### config.mk
export PLATFORM = sky130hd
export DESIGN_NAME = sra_slave
export DESIGN_NICKNAME = d
export VERILOG_FILES = /design/src/hw/sra_pkg.sv /design/src/hw/sra_slave.sv /design/src/hw/sra_sync3.sv
export VERILOG_INCLUDE_DIRS = /design/src /design/src/hw
export SDC_FILE = /design/constraint.sdc
export NUM_CORES = 1
export LEC_CHECK = 0
export ABC_AREA = 1
export CELL_PAD_IN_SITES_DETAIL_PLACEMENT = 1
export CELL_PAD_IN_SITES_GLOBAL_PLACEMENT = 1
export CORE_MARGIN = 2
export CORE_UTILIZATION = 30
export CTS_BUF_LIST = sky130_fd_sc_hd__clkbuf_16
export DETAILED_ROUTE_END_ITERATION = 8
export DONT_BUFFER_PORTS = 1
export PLACE_DENSITY = 0.54
export SKIP_CTS_REPAIR_TIMING = 1
export SYNTH_ARGS = -nofsm -noshare
export SYNTH_HDL_FRONTEND = slang
export SYNTH_SLANG_ARGS = --single-unit
### constraint.sdc
create_clock -name CLK -period 3.2 [get_ports CLK]
set_input_delay 0.32 -clock CLK [delete_from_list [all_inputs] [get_ports CLK]]
set_output_delay 0.32 -clock CLK [all_outputs]
set_load 0.005 [all_outputs]
### src/hw/sra_regs.svh
/*
 Offsets, field positions, reset values and counts of the serial
 register-access port, all as macros.
 Assumes it is included by bare name from package and modules alike.
*/
`ifndef SRA_REGS_SVH
`define SRA_REGS_SVH

// address and data widths of one frame
`define SRA_ADDR_W 15
`define SRA_DATA_W 8
`define SRA_CNT_W 5

// header bits before the data byte: flag plus address
`define SRA_HDR_LAST 5'h0_00F
// last bit index of one data byte
`define SRA_BYTE_LAST 5'h0_007

// number of byte registers held in flip-flops
`define SRA_DEPTH 32
`define SRA_IDX_W 5

// first configuration register, stepping direction mirrored twice
`define SRA_CFG_A_ADDR 15'h0_000
`define SRA_CFG_A_RESET 8'h30
`define SRA_STEP_UP_HI 5
`define SRA_STEP_UP_LO 2

// user configuration register, address hold bit
`define SRA_USR_CFG_ADDR 15'h0_010
`define SRA_USR_CFG_RESET 8'h00
`define SRA_HOLD_BIT 3

`endif

### src/hw/sra_pkg.sv
/*
 Types of the serial register-access port.
 Assumes sra_regs.svh is on the include path.
*/
`include "sra_regs.svh"

package sra_pkg;

   // the three link pins, kept together through synchronisation
   typedef struct packed {
      logic cs_n;
      logic sclk;
      logic serial_in;
   } sra_pins_t;

   // synchroniser state: three stages plus the agreed value
   typedef struct packed {
      sra_pins_t s1;
      sra_pins_t s2;
      sra_pins_t s3;
      sra_pins_t q;
   } sra_sync_t;

   typedef logic [`SRA_DEPTH-1:0][`SRA_DATA_W-1:0] sra_mem_t;

   // whole state of the port except the synchroniser
   typedef struct packed {
      logic sclk_d;
      logic [`SRA_CNT_W-1:0] bit_cnt;
      logic hdr_done;
      logic rd;
      logic [`SRA_ADDR_W-1:0] hdr;
      logic [`SRA_ADDR_W-1:0] addr;
      logic [`SRA_DATA_W-1:0] shin;
      logic [`SRA_DATA_W-1:0] shout;
      logic so;
      logic so_en_n;
      logic wr_stb;
      logic [`SRA_ADDR_W-1:0] wr_addr;
      logic [`SRA_DATA_W-1:0] wr_data;
      sra_mem_t mem;
   } sra_state_t;

endpackage

### src/hw/sra_slave.sv
/*
 Serial register-access slave: 24-bit frames, streaming with address
 stepping, byte registers held in flip-flops.
 Assumes the host drives chip select, serial clock and serial data in
 from outside the CLK domain. A pin change is acted on about five CLK
 after it happens (three sampling flops, the agreement stage, then the
 state register), so each serial clock phase must last at least four
 CLK. Read bits change about five CLK after the rise that took the
 previous bit and stand until the same point after the next rise: the
 host samples at its rising edge, like every other bit of the frame.
 Addresses 0x000..0x01F are backed by flip-flops; other addresses
 strobe writes out but keep nothing and read back as zero. Stepping
 wraps modulo the address width.
 CE low freezes the synchroniser together with the state, so the host
 must not move the pins while the block is frozen.

*/
`timescale 1ns/100ps
`include "sra_regs.svh"

module sra_slave (
   input wire logic CLK,
   input wire logic SRST,
   input wire logic CE,
   input wire logic CHIP_SELECT_N,
   input wire logic SERIAL_CLK,
   input wire logic SERIAL_IN,
   output logic SERIAL_OUT,
   output logic SERIAL_OUT_EN_N,
   output logic WR_STROBE,
   output logic [`SRA_ADDR_W-1:0] WR_ADDR,
   output logic [`SRA_DATA_W-1:0] WR_DATA,
   output logic ADDR_STEP_UP,
   output logic ADDR_HOLD
);

   // pins before and after the synchroniser, state and its next value
   sra_pkg::sra_pins_t pins_raw;
   sra_pkg::sra_pins_t pins;
   sra_pkg::sra_state_t r;
   sra_pkg::sra_state_t next_r;
   logic rise;
   logic [`SRA_ADDR_W-1:0] hdr_addr;
   logic [`SRA_DATA_W-1:0] in_byte;

   // stepping direction; the low mirror bit is kept by the host only
   function automatic logic step_up(input sra_pkg::sra_mem_t m);
      step_up = m[`SRA_CFG_A_ADDR][`SRA_STEP_UP_HI];
   endfunction

   // address hold flag of the user configuration byte
   function automatic logic addr_hold(input sra_pkg::sra_mem_t m);
      addr_hold = m[`SRA_USR_CFG_ADDR][`SRA_HOLD_BIT];
   endfunction

   // next register address, honouring direction and hold
   function automatic logic [`SRA_ADDR_W-1:0] step_addr(
      input logic [`SRA_ADDR_W-1:0] a,
      input sra_pkg::sra_mem_t m
   );
      logic up;
      logic hold;
      up = step_up(m);
      hold = addr_hold(m);
      if (hold) begin
         step_addr = a;
      end else if (up) begin
         step_addr = a + 15'h0_001;
      end else begin
         step_addr = a - 15'h0_001;
      end
   endfunction

   // true when the address falls inside the flip-flop storage
   function automatic logic in_range(input logic [`SRA_ADDR_W-1:0] a);
      in_range = (a < 15'(`SRA_DEPTH));
   endfunction

   // byte at an address; unbacked addresses read as zero
   function automatic logic [`SRA_DATA_W-1:0] read_byte(
      input logic [`SRA_ADDR_W-1:0] a,
      input sra_pkg::sra_mem_t m
   );
      if (in_range(a)) begin
         read_byte = m[a[`SRA_IDX_W-1:0]];
      end else begin
         read_byte = 8'h00;
      end
   endfunction

   // fresh output byte with its msb already split off for the pin
   function automatic logic [`SRA_DATA_W:0] load_out(
      input logic [`SRA_ADDR_W-1:0] a,
      input sra_pkg::sra_mem_t m
   );
      logic [`SRA_DATA_W-1:0] b;
      b = read_byte(a, m);
      load_out = {b[`SRA_DATA_W-1], b};
   endfunction

   // raw pins gathered into one group for the synchroniser
   assign pins_raw.cs_n = CHIP_SELECT_N;
   assign pins_raw.sclk = SERIAL_CLK;
   assign pins_raw.serial_in = SERIAL_IN;

   // all three pins cross from the host's domain together
   sra_sync3 u_sync (
      .clk(CLK),
      .srst(SRST),
      .ce(CE),
      .d(pins_raw),
      .q(pins)
   );

   // rise of the agreed serial clock; no edge means no change.
   // sclk_d follows while deselected too, so a select that falls
   // with the clock high still waits for a fresh rise
   assign rise = pins.sclk & ~r.sclk_d;

   // header with the newest bit appended, msb first
   assign hdr_addr = {r.hdr[`SRA_ADDR_W-2:0], pins.serial_in};
   assign in_byte = {r.shin[`SRA_DATA_W-2:0], pins.serial_in};

   // frame sequencing
   always_comb begin
      next_r = r;
      next_r.wr_stb = 1'b0;
      next_r.sclk_d = pins.sclk;
      if (pins.cs_n) begin
         // deselect drops any partial frame or byte
         next_r.bit_cnt = '0;
         next_r.hdr_done = 1'b0;
         next_r.so_en_n = 1'b1;
         next_r.so = 1'b0;
      end else if (rise && !r.hdr_done) begin
         // header phase: flag then address
         next_r.hdr = hdr_addr;
         next_r.bit_cnt = r.bit_cnt + 5'h0_001;
         if (r.bit_cnt == `SRA_HDR_LAST) begin
            next_r.hdr_done = 1'b1;
            next_r.rd = r.hdr[`SRA_ADDR_W-1];
            next_r.addr = hdr_addr;
            next_r.bit_cnt = '0;
            if (r.hdr[`SRA_ADDR_W-1]) begin
               // first read bit must be out before the next rise
               {next_r.so, next_r.shout} = load_out(hdr_addr, r.mem);
               next_r.so_en_n = 1'b0;
            end
         end
      end else if (rise) begin
         // data phase: input is collected but only writes use it
         next_r.shin = in_byte;
         next_r.bit_cnt = r.bit_cnt + 5'h0_001;
         if (r.rd) begin
            // next read bit leaves just after the rise that took this one,
            // so it has settled long before the host samples it
            next_r.shout = {r.shout[`SRA_DATA_W-2:0], 1'b0};
            next_r.so = r.shout[`SRA_DATA_W-2];
         end
         if (r.bit_cnt == `SRA_BYTE_LAST) begin
            next_r.bit_cnt = '0;
            next_r.addr = step_addr(r.addr, r.mem);
            if (!r.rd) begin
               // store and strobe one byte; unbacked addresses only strobe
               if (in_range(r.addr)) begin
                  next_r.mem[r.addr[`SRA_IDX_W-1:0]] = in_byte;
               end
               next_r.wr_stb = 1'b1;
               next_r.wr_addr = r.addr;
               next_r.wr_data = in_byte;
            end else begin
               // streaming read: next byte follows at once
               {next_r.so, next_r.shout} = load_out(next_r.addr, r.mem);
            end
         end
      end
   end

   // state register; configuration bytes take their reset values
   // reset ignores CE, so a frozen block can still be cleared
   always_ff @(posedge CLK) begin
      if (SRST) begin
         r <= '0;
         r.so_en_n <= 1'b1;
         r.mem[`SRA_CFG_A_ADDR] <= `SRA_CFG_A_RESET;
         r.mem[`SRA_USR_CFG_ADDR] <= `SRA_USR_CFG_RESET;
      end else if (CE) begin
         r <= next_r;
      end
   end

   // every output straight from the state register
   assign SERIAL_OUT = r.so;
   assign SERIAL_OUT_EN_N = r.so_en_n;
   assign WR_STROBE = r.wr_stb;
   assign WR_ADDR = r.wr_addr;
   assign WR_DATA = r.wr_data;
   assign ADDR_STEP_UP = step_up(r.mem);
   assign ADDR_HOLD = addr_hold(r.mem);

endmodule

### src/hw/sra_sync3.sv
/*
 Three-stage synchroniser for the link pins with agreement filter.
 Assumes the pins are asynchronous to CLK; output follows once the
 second and third stages agree.
*/
`timescale 1ns/100ps

module sra_sync3 (
   input wire logic clk,
   input wire logic srst,
   input wire logic ce,
   input wire sra_pkg::sra_pins_t d,
   output sra_pkg::sra_pins_t q
);

   sra_pkg::sra_sync_t r;
   sra_pkg::sra_sync_t next_r;

   // stage one feeds only stage two; filter looks at two and three
   always_comb begin
      next_r = r;
      next_r.s1 = d;
      next_r.s2 = r.s1;
      next_r.s3 = r.s2;
      if (r.s2 == r.s3) begin
         next_r.q = r.s3;
      end
   end

   // idle link: chip select high, clock and data low
   always_ff @(posedge clk) begin
      if (srst) begin
         r <= '0;
         r.s1.cs_n <= 1'b1;
         r.s2.cs_n <= 1'b1;
         r.s3.cs_n <= 1'b1;
         r.q.cs_n <= 1'b1;
      end else if (ce) begin
         r <= next_r;
      end
   end

   assign q = r.q;

endmodule

* After elaboration in Yosys (flattened, before gate mapping)
Index checks and enable logic that the tools add are counted.
** Storage, ports and cells
- Register bits after elaboration :: 348
- Input port bits :: 6
- Output and inout bits :: 28
- Logic and storage cells :: 139
** Operators by class
- $add $sub $neg :: 3
- Magnitude comparators :: 7
- Equal/unequal tests :: 7
- Multiplexer cells :: 39
- Bitwise gates (word level) :: 5
- Reduce and logical (&&, ||, !) cells :: 21
** Operators with widths (number)
- $mux 280 :: 5
- $bwmux 256 :: 1
- $mux 256 :: 1
- $mux 15 :: 9
- $bmux 8 s5 :: 2
- $lt 15x6->1 const B :: 3
- $demux 8 s5 :: 1
- $mux 8 :: 5
- $mux 9 :: 4
- $mux 32 :: 1
- $mux 10 :: 2
- $lt 5x6->1 const B :: 3
- $mux 17 :: 1
- $reduce_and 4->1 :: 4
- $add 15x1->15 const B :: 1
- $mux 5 :: 3
- $sub 15x1->15 const B :: 1
- $reduce_and 5->1 :: 2
- $reduce_bool 2->1 :: 5
- $mux 7 :: 1
- $reduce_and 7->1 :: 1
- $mux 6 :: 1
- $reduce_and 3->1 :: 2
- $reduce_and 6->1 :: 1
- 17 further kinds :: 22

* Logic depth before layout (Yosys ltp)
- Depth in word-level cells :: 15
- Gate-level depth with buffers :: 20
- Depth with buffers taken out :: 19

* Hierarchy
A second synthesis with hierarchy kept.
** Second synthesis, totals
- Cell total of the unflattened synthesis :: 2862
- Area, all modules :: 19099.6 µm²
** By module, submodules not included
- sra_slave :: times used 1, cells each 2788, area each 18565.3 µm², sequential area each 6686.4 µm²
- sra_sync3 :: times used 1, cells each 74, area each 534.3 µm², sequential area each 240.2 µm²

* Least setup slack after synthesis
Ideal clock, no wire load.
- Path type :: register -> register
- Start point :: register with a tool-made name
- End point :: register r[287] (netlist bit)
- Library setup time :: 119 ps
- Data arrival time :: 2510 ps
- Data required time :: 3081 ps
- Slack :: 571 ps
- Stages on the path, launching flop included :: 18
- Path buffers :: 2
- Period minus slack after synthesis :: 2629 ps
- Path through :: dfxtp_1 inv_1 fa_1 inv_1 o21ai_1 buf_2 buf_1 o211ai_1 nand3_1 nand3_1 nand2_1 nand2_1 nand2_1 inv_1 nand3_1 nand2_1 nand2_1 a21oi_1
** RTL lines
- to (signal assigned) :: line sra_slave.sv:188 : r <= next_r;
- to (decl) :: line sra_slave.sv:40 : sra_pkg::sra_state_t r;

==> run_summary.xml <==
<?xml version="1.0" encoding="UTF-8"?>
<metrics>
  <group name="worst_setup_path">
    <metric name="reg2reg_setup_slack" unit="ps">320</metric>
    <metric name="worst-setup-path-type" unit="">reg2reg</metric>
    <metric name="critPathRequiredTime" unit="ps">3700</metric>
    <metric name="timing.critical_path.fanout_max" unit="">15</metric>
    <metric name="worst-endpoint-arrival" unit="ps">3380</metric>
    <metric name="critical_path.startpoint_type" unit="">flip-flop</metric>
    <metric name="cp-end-kind" unit="">flip-flop</metric>
  </group>
  <group name="global_route">
    <metric name="pin_count_of_the_biggest_net_entering_global_routing" unit="">89</metric>
    <metric name="grt_pass1_wl" unit="um">123000</metric>
    <metric name="grt_overflow" unit="">0</metric>
    <metric name="global_route.usage.total" unit="">0.249</metric>
    <metric name="antenna_violations_before_repair" unit="">1</metric>
    <metric name="first_global_vias" unit="">19395</metric>
  </group>
  <group name="timing">
    <metric name="drv_slew" unit="">0</metric>
    <metric name="timing.final.crit_share" unit="">0.899</metric>
    <metric name="timing.final.ws_setup" unit="ps">323</metric>
    <metric name="setup_total_negative_slack" unit="ps">0</metric>
    <metric name="final-setup-viol-count" unit="">0</metric>
    <metric name="max_clock_freq" unit="GHz">0.348</metric>
    <metric name="max-slew-margin-rel" unit="">0.286</metric>
    <metric name="post-route-min-period" unit="ps">2880</metric>
    <metric name="unrepaired_setup_endpoints_after_global_routing" unit="">false</metric>
    <metric name="report.final.hold_viol_count" unit="">0</metric>
    <metric name="timing_worst_slew_pin_value" unit="ps">1070</metric>
    <metric name="final.setup_skew" unit="ps">19.5</metric>
  </group>
  <group name="pwr">
    <metric name="seqPwrFrac" unit="">0.425</metric>
    <metric name="p_clk_frac" unit="">0.516</metric>
    <metric name="power.density_cell_area" unit="nW/um^2">483</metric>
    <metric name="vdd.ir_drop.worst" unit="mV">0.303</metric>
    <metric name="combPwrFrac" unit="">0.059</metric>
    <metric name="sw_frac_of_total" unit="">0.249</metric>
    <metric name="leakagePower" unit="nW">7.54</metric>
    <metric name="cell_internal_pwr" unit="mW">7.69</metric>
    <metric name="switching_power" unit="mW">2.54</metric>
  </group>
  <group name="routing">
    <metric name="detailed_route_wire_length_on_metal_1" unit="um">37600</metric>
    <metric name="detailroute.wirelength.met2" unit="um">38000</metric>
    <metric name="drc_errors" unit="">0</metric>
    <metric name="topRoutingLayerUsed" unit="">met4</metric>
    <metric name="finalWirelength" unit="um">80900</metric>
    <metric name="drtPass1Iterations" unit="">5</metric>
    <metric name="detailroute.via_count" unit="">19311</metric>
    <metric name="per_cell_via_count_in_the_routed_design" unit="">5.44</metric>
    <metric name="routedWlPerCell" unit="um">22.8</metric>
    <metric name="detailroute.wirelength.met3" unit="um">2760</metric>
    <metric name="initialDrtViolationCount" unit="">1227</metric>
    <metric name="postRouteAntennaNets" unit="">0</metric>
  </group>
  <group name="final_layout">
    <metric name="area_growth" unit="%">11.9</metric>
    <metric name="num-nets-final" unit="">2694</metric>
    <metric name="final_layout_size_suffix_gt1_frac" unit="">0.0803</metric>
    <metric name="post-route-cell-area" unit="um^2">21200</metric>
    <metric name="final_cell_count_no_fill" unit="">3547</metric>
    <metric name="final_util" unit="">0.338</metric>
    <metric name="fillers" unit="">7789</metric>
    <metric name="antenna-diode-count" unit="">0</metric>
  </group>
  <group name="placed_design">
    <metric name="place.gp.congestion" unit="">0.836</metric>
    <metric name="port_buffers" unit="">0</metric>
    <metric name="pre_cts_ws" unit="ps">347</metric>
    <metric name="dp_cell_count" unit="">3465</metric>
    <metric name="detail_placement_hpwl" unit="um">54300</metric>
    <metric name="placedInstanceArea" unit="um^2">19600</metric>
  </group>
  <group name="die">
    <metric name="std_cell_rows" unit="">92</metric>
    <metric name="count_of_boundary_i_o_pins" unit="">34</metric>
    <metric name="fp.dieArea" unit="um^2">65100</metric>
    <metric name="die_h" unit="um">255</metric>
    <metric name="floorplan.initialDensity" unit="">0.302</metric>
    <metric name="die_x" unit="um">255</metric>
    <metric name="core_area" unit="um^2">62700</metric>
  </group>
  <group name="clock_tree">
    <metric name="htreeDepth" unit="">2</metric>
    <metric name="clkTransAtPathRegs" unit="ps">60</metric>
    <metric name="clk_latency" unit="ps">590</metric>
    <metric name="cts_root_buffer" unit="">clkbuf_16</metric>
    <metric name="cts_tree" unit="">done</metric>
    <metric name="cts_buffers" unit="">44</metric>
    <metric name="cts-root-to-sink-buffers" unit="">3</metric>
    <metric name="cts_num_sinks" unit="">346</metric>
  </group>
  <group name="logic_synthesis">
    <metric name="postSynthCellCount" unit="">2783</metric>
    <metric name="synth-async-reset-ratio" unit="">0</metric>
    <metric name="ys_warn_count" unit="">0</metric>
    <metric name="synth_edf_count" unit="">0</metric>
    <metric name="synth.cell_area" unit="um^2">18900</metric>
    <metric name="yosys_register_bits" unit="">346</metric>
    <metric name="synth_ff_type" unit="">dfxtp_1</metric>
    <metric name="yosys.area.top_type_share" unit="">0.366</metric>
    <metric name="yosys.cell_count.top_type" unit="">a21oi_1</metric>
    <metric name="synth_area_per_cell" unit="um^2">6.80</metric>
    <metric name="netlist_top_cells_area" unit="">dfxtp_1, a21oi_1, o21ai_0</metric>
    <metric name="synth.net_count" unit="">2806</metric>
    <metric name="synth_top_cells_by_count" unit="">a21oi_1, o21ai_0, dfxtp_1</metric>
    <metric name="synth_sequential_area_ratio" unit="">0.366</metric>
    <metric name="cell_type_contributing_the_most_total_cell_area_after_synthesis" unit="">dfxtp_1</metric>
    <metric name="yosysUniqueCellTypes" unit="">46</metric>
  </group>
  <group name="worst_hold_path">
    <metric name="min_path_type" unit="">in2reg</metric>
  </group>
  <group name="flow_run">
    <metric name="maxcap_viol_count" unit="">0</metric>
  </group>
  <group name="outcome">
    <metric name="run_status" unit="">complete, no violations</metric>
  </group>
</metrics>
## layout by cell type, fill, tap and decap left out, types with 11 or more instances in the layout
| cell type | synthesis | layout |
|---|---|---|
| ha_1 | 16 | 16 |
| a221oi_1 | 11 | 11 |
| o211ai_1 | 96 | 96 |
| nand2_1 | 291 | 291 |
| nor3_1 | 17 | 17 |
| a21oi_1 | 477 | 477 |
| dfxtp_1 | 346 | 344 |
| buf_12 | 0 | 14 |
| clkbuf_16 | 0 | 45 |
| clkinv_1 | 10 | 18 |
| buf_4 | 33 | 57 |
| o221ai_1 | 26 | 26 |
| o21a_1 | 63 | 63 |
| nor2_2 | 15 | 15 |
| nor2_1 | 172 | 172 |
| o21ai_0 | 351 | 350 |
| inv_1 | 291 | 292 |
| nand4_1 | 11 | 11 |
| o21ai_1 | 56 | 56 |
| inv_2 | 37 | 39 |
| nand3_1 | 217 | 217 |
## power by group through the flow
stage / combinational (mW) / clock (mW) / sequential, mW
floorplan: 0.392 / 0 / 4.43
global placement: 0.555 / 0 / 4.45
detailed placement: 0.562 / 0 / 4.45
CTS: 0.563 / 5.39 / 4.35
global route: 0.662 / 5.58 / 4.35
finish: 0.599 / 5.28 / 4.35
## cell families after synthesis
kind of cell	synth area share
compound gates	0.320
simple gates	0.175
buf+inv	0.126
flops	0.366
fa+ha+maj	0.0116
xor+xnor	0.000925
## metrics by stage
stage / total power, mW / hold slack [ps]
after floorplan: 4.82 / 429
after global placement: 5.00 / 404
after detailed placement: 5.01 / 411
after CTS: 10.3 / -211
after global routing: 10.6 / 110
final: 10.2 / 87.2
## layout make-up
class                      instances  area (um^2)  area share
timing repair buffer              77          786      0.0371
clock buffer                      45         1130      0.0531
multi-input combinational       1861         9640       0.455
sequential                       346         6930       0.327
inverter                         341         1290      0.0610
clock inverter                    31          350      0.0165
tap                              846         1060      0.0499
## path summary, 6_finish.rpt
| kind | to | depth (start not counted) | from |
|---|---|---|---|
| hold / removal | u_sync.q[2] | 2 | SRST |
| setup / recovery | r[287] | 16 | flip-flop |
| hold reg to reg | flip-flop | 2 | flip-flop |
| setup reg to reg | r[287] | 16 | flip-flop |
## critical path: stages (launching register included)
cell	delay [ps]
dfxtp_1	330
inv_1	70
buf_4	200
ha_1	390
nand2_1	130
nor2_1	240
nand3_1	180
nand4_1	130
nand3_1	160
nand2_1	130
nand4_1	110
nor2_1	170
buf_4	210
nand3_1	90
nand2_1	60
nand2_1	50
a21oi_1	140
## routing by layer
layer  vias up  global-route usage
met2       370               0.419
met5         -                   0
li1       9227                   -
met3       129              0.0285
met1      9585               0.331
met4         0              0.0782
No activity file was read; power rests on OpenSTA's default activity.
